--- src/common/membus_pkg.sv ---
// package: constants and carrier types for the backplane memory bus master port
package membus_pkg;

   // bus widths
   localparam int ADDR_W = 24;
   localparam int DATA_W = 32;
   localparam int CHECK_W = 7;
   localparam int LANES = 4;

   // bus clock rate and system clock rate, in MHz
   localparam int BUS_CLK_MHZ = 25;
   localparam int BOARD_SYSTEM_CLOCK_MHZ = 100;
   // system clocks per bus clock period
   localparam int BUS_PERIOD_CYC = BOARD_SYSTEM_CLOCK_MHZ / BUS_CLK_MHZ;

   // lane select values: none at reset, all for reads
   localparam logic [3:0] LANES_NONE = 4'h0;
   localparam logic [3:0] LANES_ALL = 4'hf;

   // master port states
   typedef enum logic [2:0]
   {
      ST_IDLE = 3'b000,
      ST_REQUEST = 3'b001,
      ST_DRIVE = 3'b010,
      ST_FAULT = 3'b011,
      ST_DONE = 3'b100
   } port_state_t;

   // a processor-side request
   typedef struct packed
   {
      logic [ADDR_W-1:0] addr;
      logic [LANES-1:0] lanes;
      logic rd;
      logic [DATA_W-1:0] wdata;
      logic [CHECK_W-1:0] wcheck;
   } cpu_req_t;

   // what the board puts onto the bus
   typedef struct packed
   {
      logic [ADDR_W-1:0] addr;
      logic [LANES-1:0] lanes;
      logic rd;
      logic [DATA_W-1:0] data;
      logic [CHECK_W-1:0] check;
   } bus_drive_t;

   // returns true when the set bits form one contiguous run of 1..4 lanes
   function automatic logic lanes_contiguous(input logic [3:0] l);
      unique case (l)
         4'h1, 4'h2, 4'h4, 4'h8, 4'h3, 4'h6, 4'hc, 4'h7, 4'he, 4'hf: return 1'b1;
         default: return 1'b0;
      endcase
   endfunction

endpackage

--- src/hdl/bus_clock_sync.sv ---
// file: bus clock pair sampler producing a rising-edge enable
`timescale 1ns/1ps
module bus_clock_sync
   import membus_pkg::*;
(
   // clock and reset
   input wire logic CLK,
   input wire logic RESET_N,
   // differential bus clock pins
   input wire logic clk_true,
   input wire logic clk_comp,
   // one-cycle pulse on each bus clock rising edge
   output logic tick
);

   // sync chain state, all in one struct
   typedef struct packed
   {
      logic [2:0] t_sh;
      logic [2:0] c_sh;
      logic level;
      logic tick;
      logic primed; // a first valid level has been seen since reset
   } sync_state_t;

   sync_state_t st_reg;
   sync_state_t st_next;

   // stage three and two agree, and true differs from complement: a valid level
   always_comb
   begin
      st_next = st_reg;
      st_next.t_sh = {st_reg.t_sh[1:0], clk_true};
      st_next.c_sh = {st_reg.c_sh[1:0], clk_comp};
      st_next.tick = 1'b0;
      // a glitch that lets both halves agree is ignored, keeping the last level
      if (st_reg.t_sh[2] == st_reg.t_sh[1] && st_reg.c_sh[2] == st_reg.c_sh[1]
          && st_reg.t_sh[2] != st_reg.c_sh[2])
      begin
         st_next.level = st_reg.t_sh[2];
         // no tick on the first valid level after reset: it may sit mid-period
         st_next.tick = st_reg.primed & st_reg.t_sh[2] & ~st_reg.level;
         st_next.primed = 1'b1;
      end
   end

   // register the state
   always_ff @(posedge CLK or negedge RESET_N)
   begin
      if (!RESET_N)
         st_reg <= '0;
      else
         st_reg <= st_next;
   end

   assign tick = st_reg.tick;
endmodule // bus_clock_sync

--- src/hdl/membus_master.sv ---
// file: processor memory bus master port of the cpu board
`timescale 1ns/1ps
// Behaviour
// (RQ1) bus timed by 25 MHz differential clock
// (RQ2) request bus; drive only after grant
// (RQ3) drive 24-bit long-word address
// (RQ4) four contiguous byte lane selects
// (RQ5) memory keeps unselected bytes on writes
// (RQ6) all lanes on write: fast write
// (RQ7) partial lanes on write: read-modify-write
// (RQ8) reads assert all four lane selects
// (RQ9) read indication valid with address
// (RQ10) cycle done during last bus period
// (RQ11) sample error lines while cycle done
// (RQ12) corrected error line ignored by board
// (RQ13) uncorrectable error gives next-cycle bus error; the board raises it on reads only
// (RQ14) 32 data bits plus seven check bits
// (RQ15) memory go line unused by board
// (RQ16) hold bus stable until cycle done
module membus_master
   import membus_pkg::*;
(
   // clock and reset
   input wire logic CLK,
   input wire logic RESET_N,
   // differential bus clock
   input wire logic BUS_CLK_P,
   input wire logic BUS_CLK_N,
   // processor side
   input wire logic CPU_REQ_VALID,
   input wire cpu_req_t CPU_REQ,
   output logic CPU_REQ_READY,
   output logic CPU_DONE,
   output logic [DATA_W-1:0] CPU_RDATA,
   output logic [CHECK_W-1:0] CPU_RCHECK,
   output logic CPU_BUS_ERROR,
   output logic CPU_BAD_LANES,
   // arbitration
   output logic BUS_REQUEST,
   input wire logic BUS_GRANT,
   // address and lanes as three-signal pins, read indication as output and enable only
   input wire logic [ADDR_W-1:0] ADDR_IN,
   output logic [ADDR_W-1:0] ADDR_OUT,
   output logic ADDR_OE,
   input wire logic [LANES-1:0] LANE_SEL_IN,
   output logic [LANES-1:0] LANE_SEL_OUT,
   output logic LANE_SEL_OE,
   output logic READ_IND,
   output logic READ_IND_OE,
   // data and check bits
   input wire logic [DATA_W-1:0] DATA_IN,
   output logic [DATA_W-1:0] DATA_OUT,
   output logic DATA_OE,
   input wire logic [CHECK_W-1:0] CHECK_IN,
   output logic [CHECK_W-1:0] CHECK_OUT,
   output logic CHECK_OE,
   // cycle end and error lines from the memory controller
   input wire logic CYCLE_DONE,
   input wire logic CORRECTED_ERROR,
   input wire logic UNCORRECTABLE_ERROR,
   input wire logic MEMORY_GO
);

   ////////////////////////////////////////////////////////////////////////////
   // pin input synchronisers

   // three-stage chains for the off-domain controller lines
   typedef struct packed
   {
      logic [2:0] grant;
      logic [2:0] done;
      logic [2:0] uc;
   } pin_sync_t;

   // whole port state
   typedef struct packed
   {
      port_state_t state;
      pin_sync_t sy;
      logic grant_q; // agreed grant level
      logic done_q; // agreed cycle done level
      bus_drive_t drv; // held bus image
      logic oe;
      logic request;
      logic uc_latched;
      logic [DATA_W-1:0] rdata;
      logic [CHECK_W-1:0] rcheck;
      logic cpu_done;
      logic bus_error;
      logic bad_lanes;
      logic reported; // done pulse already given for this transfer
   } master_state_t;

   master_state_t st_reg;
   master_state_t st_next;
   logic bus_tick; // rising edge of the bus clock

   // the bus clock edge paces arbitration, keeping requests aligned to it
   bus_clock_sync u_clk_sync
   (
      .CLK(CLK),
      .RESET_N(RESET_N),
      .clk_true(BUS_CLK_P),
      .clk_comp(BUS_CLK_N),
      .tick(bus_tick)
   ); // [RQ1]

   ////////////////////////////////////////////////////////////////////////////
   // next-state logic

   always_comb
   begin
      st_next = st_reg;
      st_next.sy.grant = {st_reg.sy.grant[1:0], BUS_GRANT};
      st_next.sy.done = {st_reg.sy.done[1:0], CYCLE_DONE};
      st_next.sy.uc = {st_reg.sy.uc[1:0], UNCORRECTABLE_ERROR};
      // a level counts once stages two and three agree
      if (st_reg.sy.grant[2] == st_reg.sy.grant[1])
         st_next.grant_q = st_reg.sy.grant[2];
      if (st_reg.sy.done[2] == st_reg.sy.done[1])
         st_next.done_q = st_reg.sy.done[2];
      st_next.cpu_done = 1'b0;
      st_next.bus_error = 1'b0;
      st_next.bad_lanes = 1'b0;
      unique case (st_reg.state)
         ST_IDLE:
         begin
            // capture a request; reads always fetch the whole long word
            if (CPU_REQ_VALID)
            begin
               st_next.drv.addr = CPU_REQ.addr; // [RQ3]
               st_next.drv.rd = CPU_REQ.rd;
               st_next.drv.lanes = CPU_REQ.rd ? LANES_ALL : CPU_REQ.lanes; // [RQ8]
               st_next.drv.data = CPU_REQ.wdata; // [RQ14]
               st_next.drv.check = CPU_REQ.wcheck;
               st_next.uc_latched = 1'b0;
               st_next.reported = 1'b0;
               // a broken lane pattern never reaches the bus
               if (!CPU_REQ.rd && !lanes_contiguous(CPU_REQ.lanes)) // [RQ4]
               begin
                  st_next.bad_lanes = 1'b1;
                  st_next.cpu_done = 1'b1;
               end
               else
                  st_next.state = ST_REQUEST;
            end
         end
         ST_REQUEST:
         begin
            // raise the request on a bus clock edge, drive only once granted
            if (bus_tick)
               st_next.request = 1'b1;
            if (st_reg.request && st_reg.grant_q)
            begin
               st_next.oe = 1'b1; // [RQ2]
               st_next.state = ST_DRIVE;
            end
         end
         ST_DRIVE:
         begin
            // image held unchanged; sample errors and read data with cycle done
            if (st_reg.done_q)
            begin
               st_next.uc_latched = st_reg.sy.uc[2]; // [RQ11]
               st_next.rdata = DATA_IN;
               st_next.rcheck = CHECK_IN;
               st_next.oe = 1'b0; // [RQ16]
               st_next.request = 1'b0;
               st_next.state = (st_reg.sy.uc[2] && st_reg.drv.rd) ? ST_FAULT : ST_DONE;
            end
         end
         ST_FAULT:
         begin
            // uncorrectable read error reported on the cycle after the failing one
            st_next.bus_error = 1'b1; // [RQ13]
            st_next.cpu_done = 1'b1;
            st_next.reported = 1'b1;
            st_next.state = ST_DONE;
         end
         ST_DONE:
         begin
            // exactly one done pulse per transfer; the fault state gives its own
            if (!st_reg.reported)
            begin
               st_next.cpu_done = 1'b1;
               st_next.reported = 1'b1;
            end
            st_next.uc_latched = 1'b0;
            // wait for cycle done and grant to drop before a new request
            if (st_reg.reported && !st_reg.done_q && !st_reg.grant_q)
               st_next.state = ST_IDLE;
         end
         default:
            st_next.state = ST_IDLE;
      endcase
   end

   ////////////////////////////////////////////////////////////////////////////
   // state register

   always_ff @(posedge CLK or negedge RESET_N)
   begin
      if (!RESET_N)
      begin
         st_reg <= '0;
         st_reg.state <= ST_IDLE;
         st_reg.drv.lanes <= LANES_NONE;
      end
      else
         st_reg <= st_next;
   end

   ////////////////////////////////////////////////////////////////////////////
   // outputs; address, lanes and read indication share one enable

   assign CPU_REQ_READY = (st_reg.state == ST_IDLE);
   assign CPU_DONE = st_reg.cpu_done;
   assign CPU_RDATA = st_reg.rdata;
   assign CPU_RCHECK = st_reg.rcheck;
   assign CPU_BUS_ERROR = st_reg.bus_error;
   assign CPU_BAD_LANES = st_reg.bad_lanes;
   assign BUS_REQUEST = st_reg.request;
   assign ADDR_OUT = st_reg.drv.addr;
   assign ADDR_OE = st_reg.oe;
   assign LANE_SEL_OUT = st_reg.drv.lanes;
   assign LANE_SEL_OE = st_reg.oe;
   assign READ_IND = st_reg.drv.rd;
   assign READ_IND_OE = st_reg.oe; // [RQ9]
   assign DATA_OUT = st_reg.drv.data;
   assign DATA_OE = st_reg.oe & ~st_reg.drv.rd;
   assign CHECK_OUT = st_reg.drv.check;
   assign CHECK_OE = st_reg.oe & ~st_reg.drv.rd;
endmodule // membus_master

--- config.mk ---
export PLATFORM = sky130hd
export DESIGN_NAME = membus_master
export DESIGN_NICKNAME = d
export VERILOG_FILES = /design/src/common/membus_pkg.sv /design/src/hdl/bus_clock_sync.sv /design/src/hdl/membus_master.sv
export SDC_FILE = /design/constraint.sdc
export NUM_CORES = 1
export LEC_CHECK = 0
export ABC_AREA = 1
export BUFFER_PORTS_ARGS = -buffer_cell sky130_fd_sc_hd__buf_2
export CORE_ASPECT_RATIO = 0.8
export CORE_MARGIN = 5
export CORE_UTILIZATION = 35
export DETAILED_ROUTE_END_ITERATION = 10
export SYNTH_ARGS = -nofsm -noshare
export SYNTH_HDL_FRONTEND = slang
export SYNTH_SLANG_ARGS = --single-unit
--- constraint.sdc ---
create_clock -name CLK -period 1.8 [get_ports CLK]
set_clock_uncertainty 0.05 [all_clocks]
set_input_delay 0.27 -clock CLK [delete_from_list [all_inputs] [get_ports CLK]]
set_output_delay 0.27 -clock CLK [all_outputs]
set_load 0.01 [all_outputs]
==> results.cfg <==
[synthesis]
ys_ff_latch = 136
synth_fp_nets = 798
synth.distinct_cells = 23
ys_seq_area_share_pct = 57.8
synthesis.area_sq_um = 5890
yosys_warnings = 0
synthCells = 653
syn_avg_cell_area_sq_um = 9.02

[sta]
hold_violations = 0
worst_slew_pin_slew_ns = 0.393
setup_viol = 0
fin_crit_sh_pct = 91.0
tns_ns = 0
rsz0062_at_grt = no
period_needed_ns = 1.64
clock.fmax_mhz = 610
whs_ns = 0.0196
final_max_slew_viol_count = 0
slew_headroom_pct = 73.7

[status]
status = finished clean

[layout]
area_delta_synth_final_pct = 34.3
mostFrequentLayoutCells = 326 x nand2_1, 230 x buf_2, 136 x dfrtp_1
num-fill-cells = 1548
nets = 1015
diodes = 0
final_area_sq_um = 7910
drive_gt1_share_pct = 31.8
layout_commonest_cell = nand2_1

[routing]
drt_iter0_drc = 186
ant_nets = 0
wire_per_inst_um = 13.7
viasPerCell = 4.20
drt_wl_total_mm = 15.1
drc_errors = 0
dr.pass1.iters = 6
vias = 4629

[grt]
antenna_found_initial = 1
grt_pass1_vias = 4803
grt_pass1_wl_mm = 24.5
grt_usage_pct = 15.7
grt-ovfl-total = 0
grt_max_degree = 43

[setup_path]
worst_setup_path_end_kind = primary output
crit_family = flip-flops
r2r_slack_ns = 0.19
cp_data_required_time_ns = 1.48
slowest_delay_ns = 0.47
start_kind = flip-flop
crit_chain = nor3_4 > buf_2
critPathBufInv = 1
worst_path_max_delay_cell = dfrtp_1
cp.arrival_ns = 1.32
crit_fanout = 7
setup.worst_path.class = reg -> out

[placed_design]
gp_congestion = 0.798
place_area_sq_um = 6510
portBuffers = 231
place_hpwl_mm = 10.2

[clock_tree]
htreeDepth = 4
cts_root_buf = clkbuf_16
worstSkewPairLatency_ns = 0.41
clkTransAtPathRegs_ns = 0.06
numClockSinks = 136
cts_tree = built
cts_setup_buffers = 0
cts_made_buffers = 17
clockBufferDepth = 2

[floorplanning]
die_x_um = 155
die_h_um = 126
die_area_sq_um = 19500
initial_core_util_pct = 35.6
num_io_pins = 262
coreArea_sq_um = 16600
rows = 42

[power]
p_per_area_nw_per_um2 = 1600
p_int_uw = 7960
vdd_drop_max_mv = 0.691
combPwrFrac_pct = 35.0
p_leak_uw = 0.00438
switchingPower_uw = 4680
sw_frac_of_total_pct = 37.0
clkPwrFrac_pct = 25.1
seqPwrFrac_pct = 39.9

[job]
max_cap_viol_count = 0

[worst_hold_path]
min_path_type = in -> reg
## power by group through the flow
stage / logic, uW / registers (uW) / clock network [uW]
floorplan: 3990 / 4920 / 0
global placement: 4290 / 5040 / 0
detailed placement: 4370 / 5030 / 0
CTS: 4490 / 5040 / 3270
global route: 4970 / 5200 / 3390
finish: 4420 / 5040 / 3180
## layer usage
metal / wire [um] / part of all wire, % / global-route usage (%)
met5: 13 / 0.086 / 0
met4: 191 / 1.3 / 4.72
met3: 1340 / 8.9 / 5.83
met2: 6920 / 46 / 24.7
met1: 6650 / 44 / 20.3
## path summary, 6_finish.rpt
path / from / to / cells past startpoint
min reg2reg: u_clk_sync.st_next[4] / u_clk_sync.st_next[5] / 0
min: CPU_REQ[7] / DATA_OUT[0] / 3
max reg2reg: st_reg[126] / LANE_SEL_OUT[1] / 5
max: st_reg[126] / CPU_REQ_READY / 2
min in group asynchronous: RESET_N / CPU_RDATA[11] / 2
max in group asynchronous: RESET_N / CPU_RDATA[22] / 3
## worst reg2reg max path: stages, from the launching register on
cell       delay (ns)
dfrtp_1          0.47
nor3_4           0.26
nand2_2          0.16
inv_2            0.17
buf_4            0.25
a2bb2oi_1        0.17
## synth_stat cells
cell type  instances  area share [%]
nand2_1          327              21
dfrtp_1          136              58
buf_4            111              14
buf_2             16             1.4
inv_1             16             1.0
nor2_1            10            0.64
nand3_1            7            0.60
a21oi_1            4            0.34
a2bb2oi_1          4            0.60
clkbuf_1           3            0.19
nor3_1             3            0.25
inv_2              2            0.13
maj3_1             2            0.34
o211ai_1           2            0.25
o21ai_0            2            0.17
a211oi_1           1            0.13
a31oi_1            1            0.11
buf_6              1            0.19
nand3_2            1            0.17
nand4_1            1            0.11
nor2_4             1            0.19
nor3_4             1            0.28
o21bai_1           1            0.13
## final cells by class
class | count | area [sq um] | area share, %
flip-flops and latches | 136 | 3400 | 43.0
repair buffers | 329 | 2140 | 27.0
multi-input cells | 368 | 1480 | 18.8
clock buffers | 19 | 443 | 5.60
well taps | 220 | 275 | 3.48
clock inverters | 13 | 96.3 | 1.22
inverters | 18 | 70.1 | 0.886
## per-stage QoR
step | utilization, % | instances | setup WS (ns) | total power (uW)
global placement | 39.4 | 986 | 0.141 | 9330
floorplan | - | 653 | 0.325 | 8910
CTS | 47.7 | 1103 | 0.115 | 12800
detailed placement | 39.4 | 986 | 0.142 | 9400
global route | 47.8 | 1103 | 0.0119 | 13600
finish | 47.8 | 1103 | 0.161 | 12600
## what timing repair did
| item | CTS | global route |
|---|---|---|
| setup endpoints to repair | 0 | 2 |
| endpoints found under the hold margin | 120 | 0 |
| resized for setup | 0 | 2 |
| hold buffers | 85 | 0 |
## cells by family (layout without fill, tap and decap cells)
| group | Yosys count | count (layout) | synth area share [%] |
|---|---|---|---|
| adders and majority gates | 2 | 2 | 0.340 |
| AOI/OAI and AO/OA | 15 | 15 | 1.72 |
| and+or+nand+nor | 351 | 351 | 23.1 |
| buffers and inverters | 149 | 379 | 17.0 |
| DFF | 136 | 136 | 57.8 |
Power figures use the tool's default switching activity.
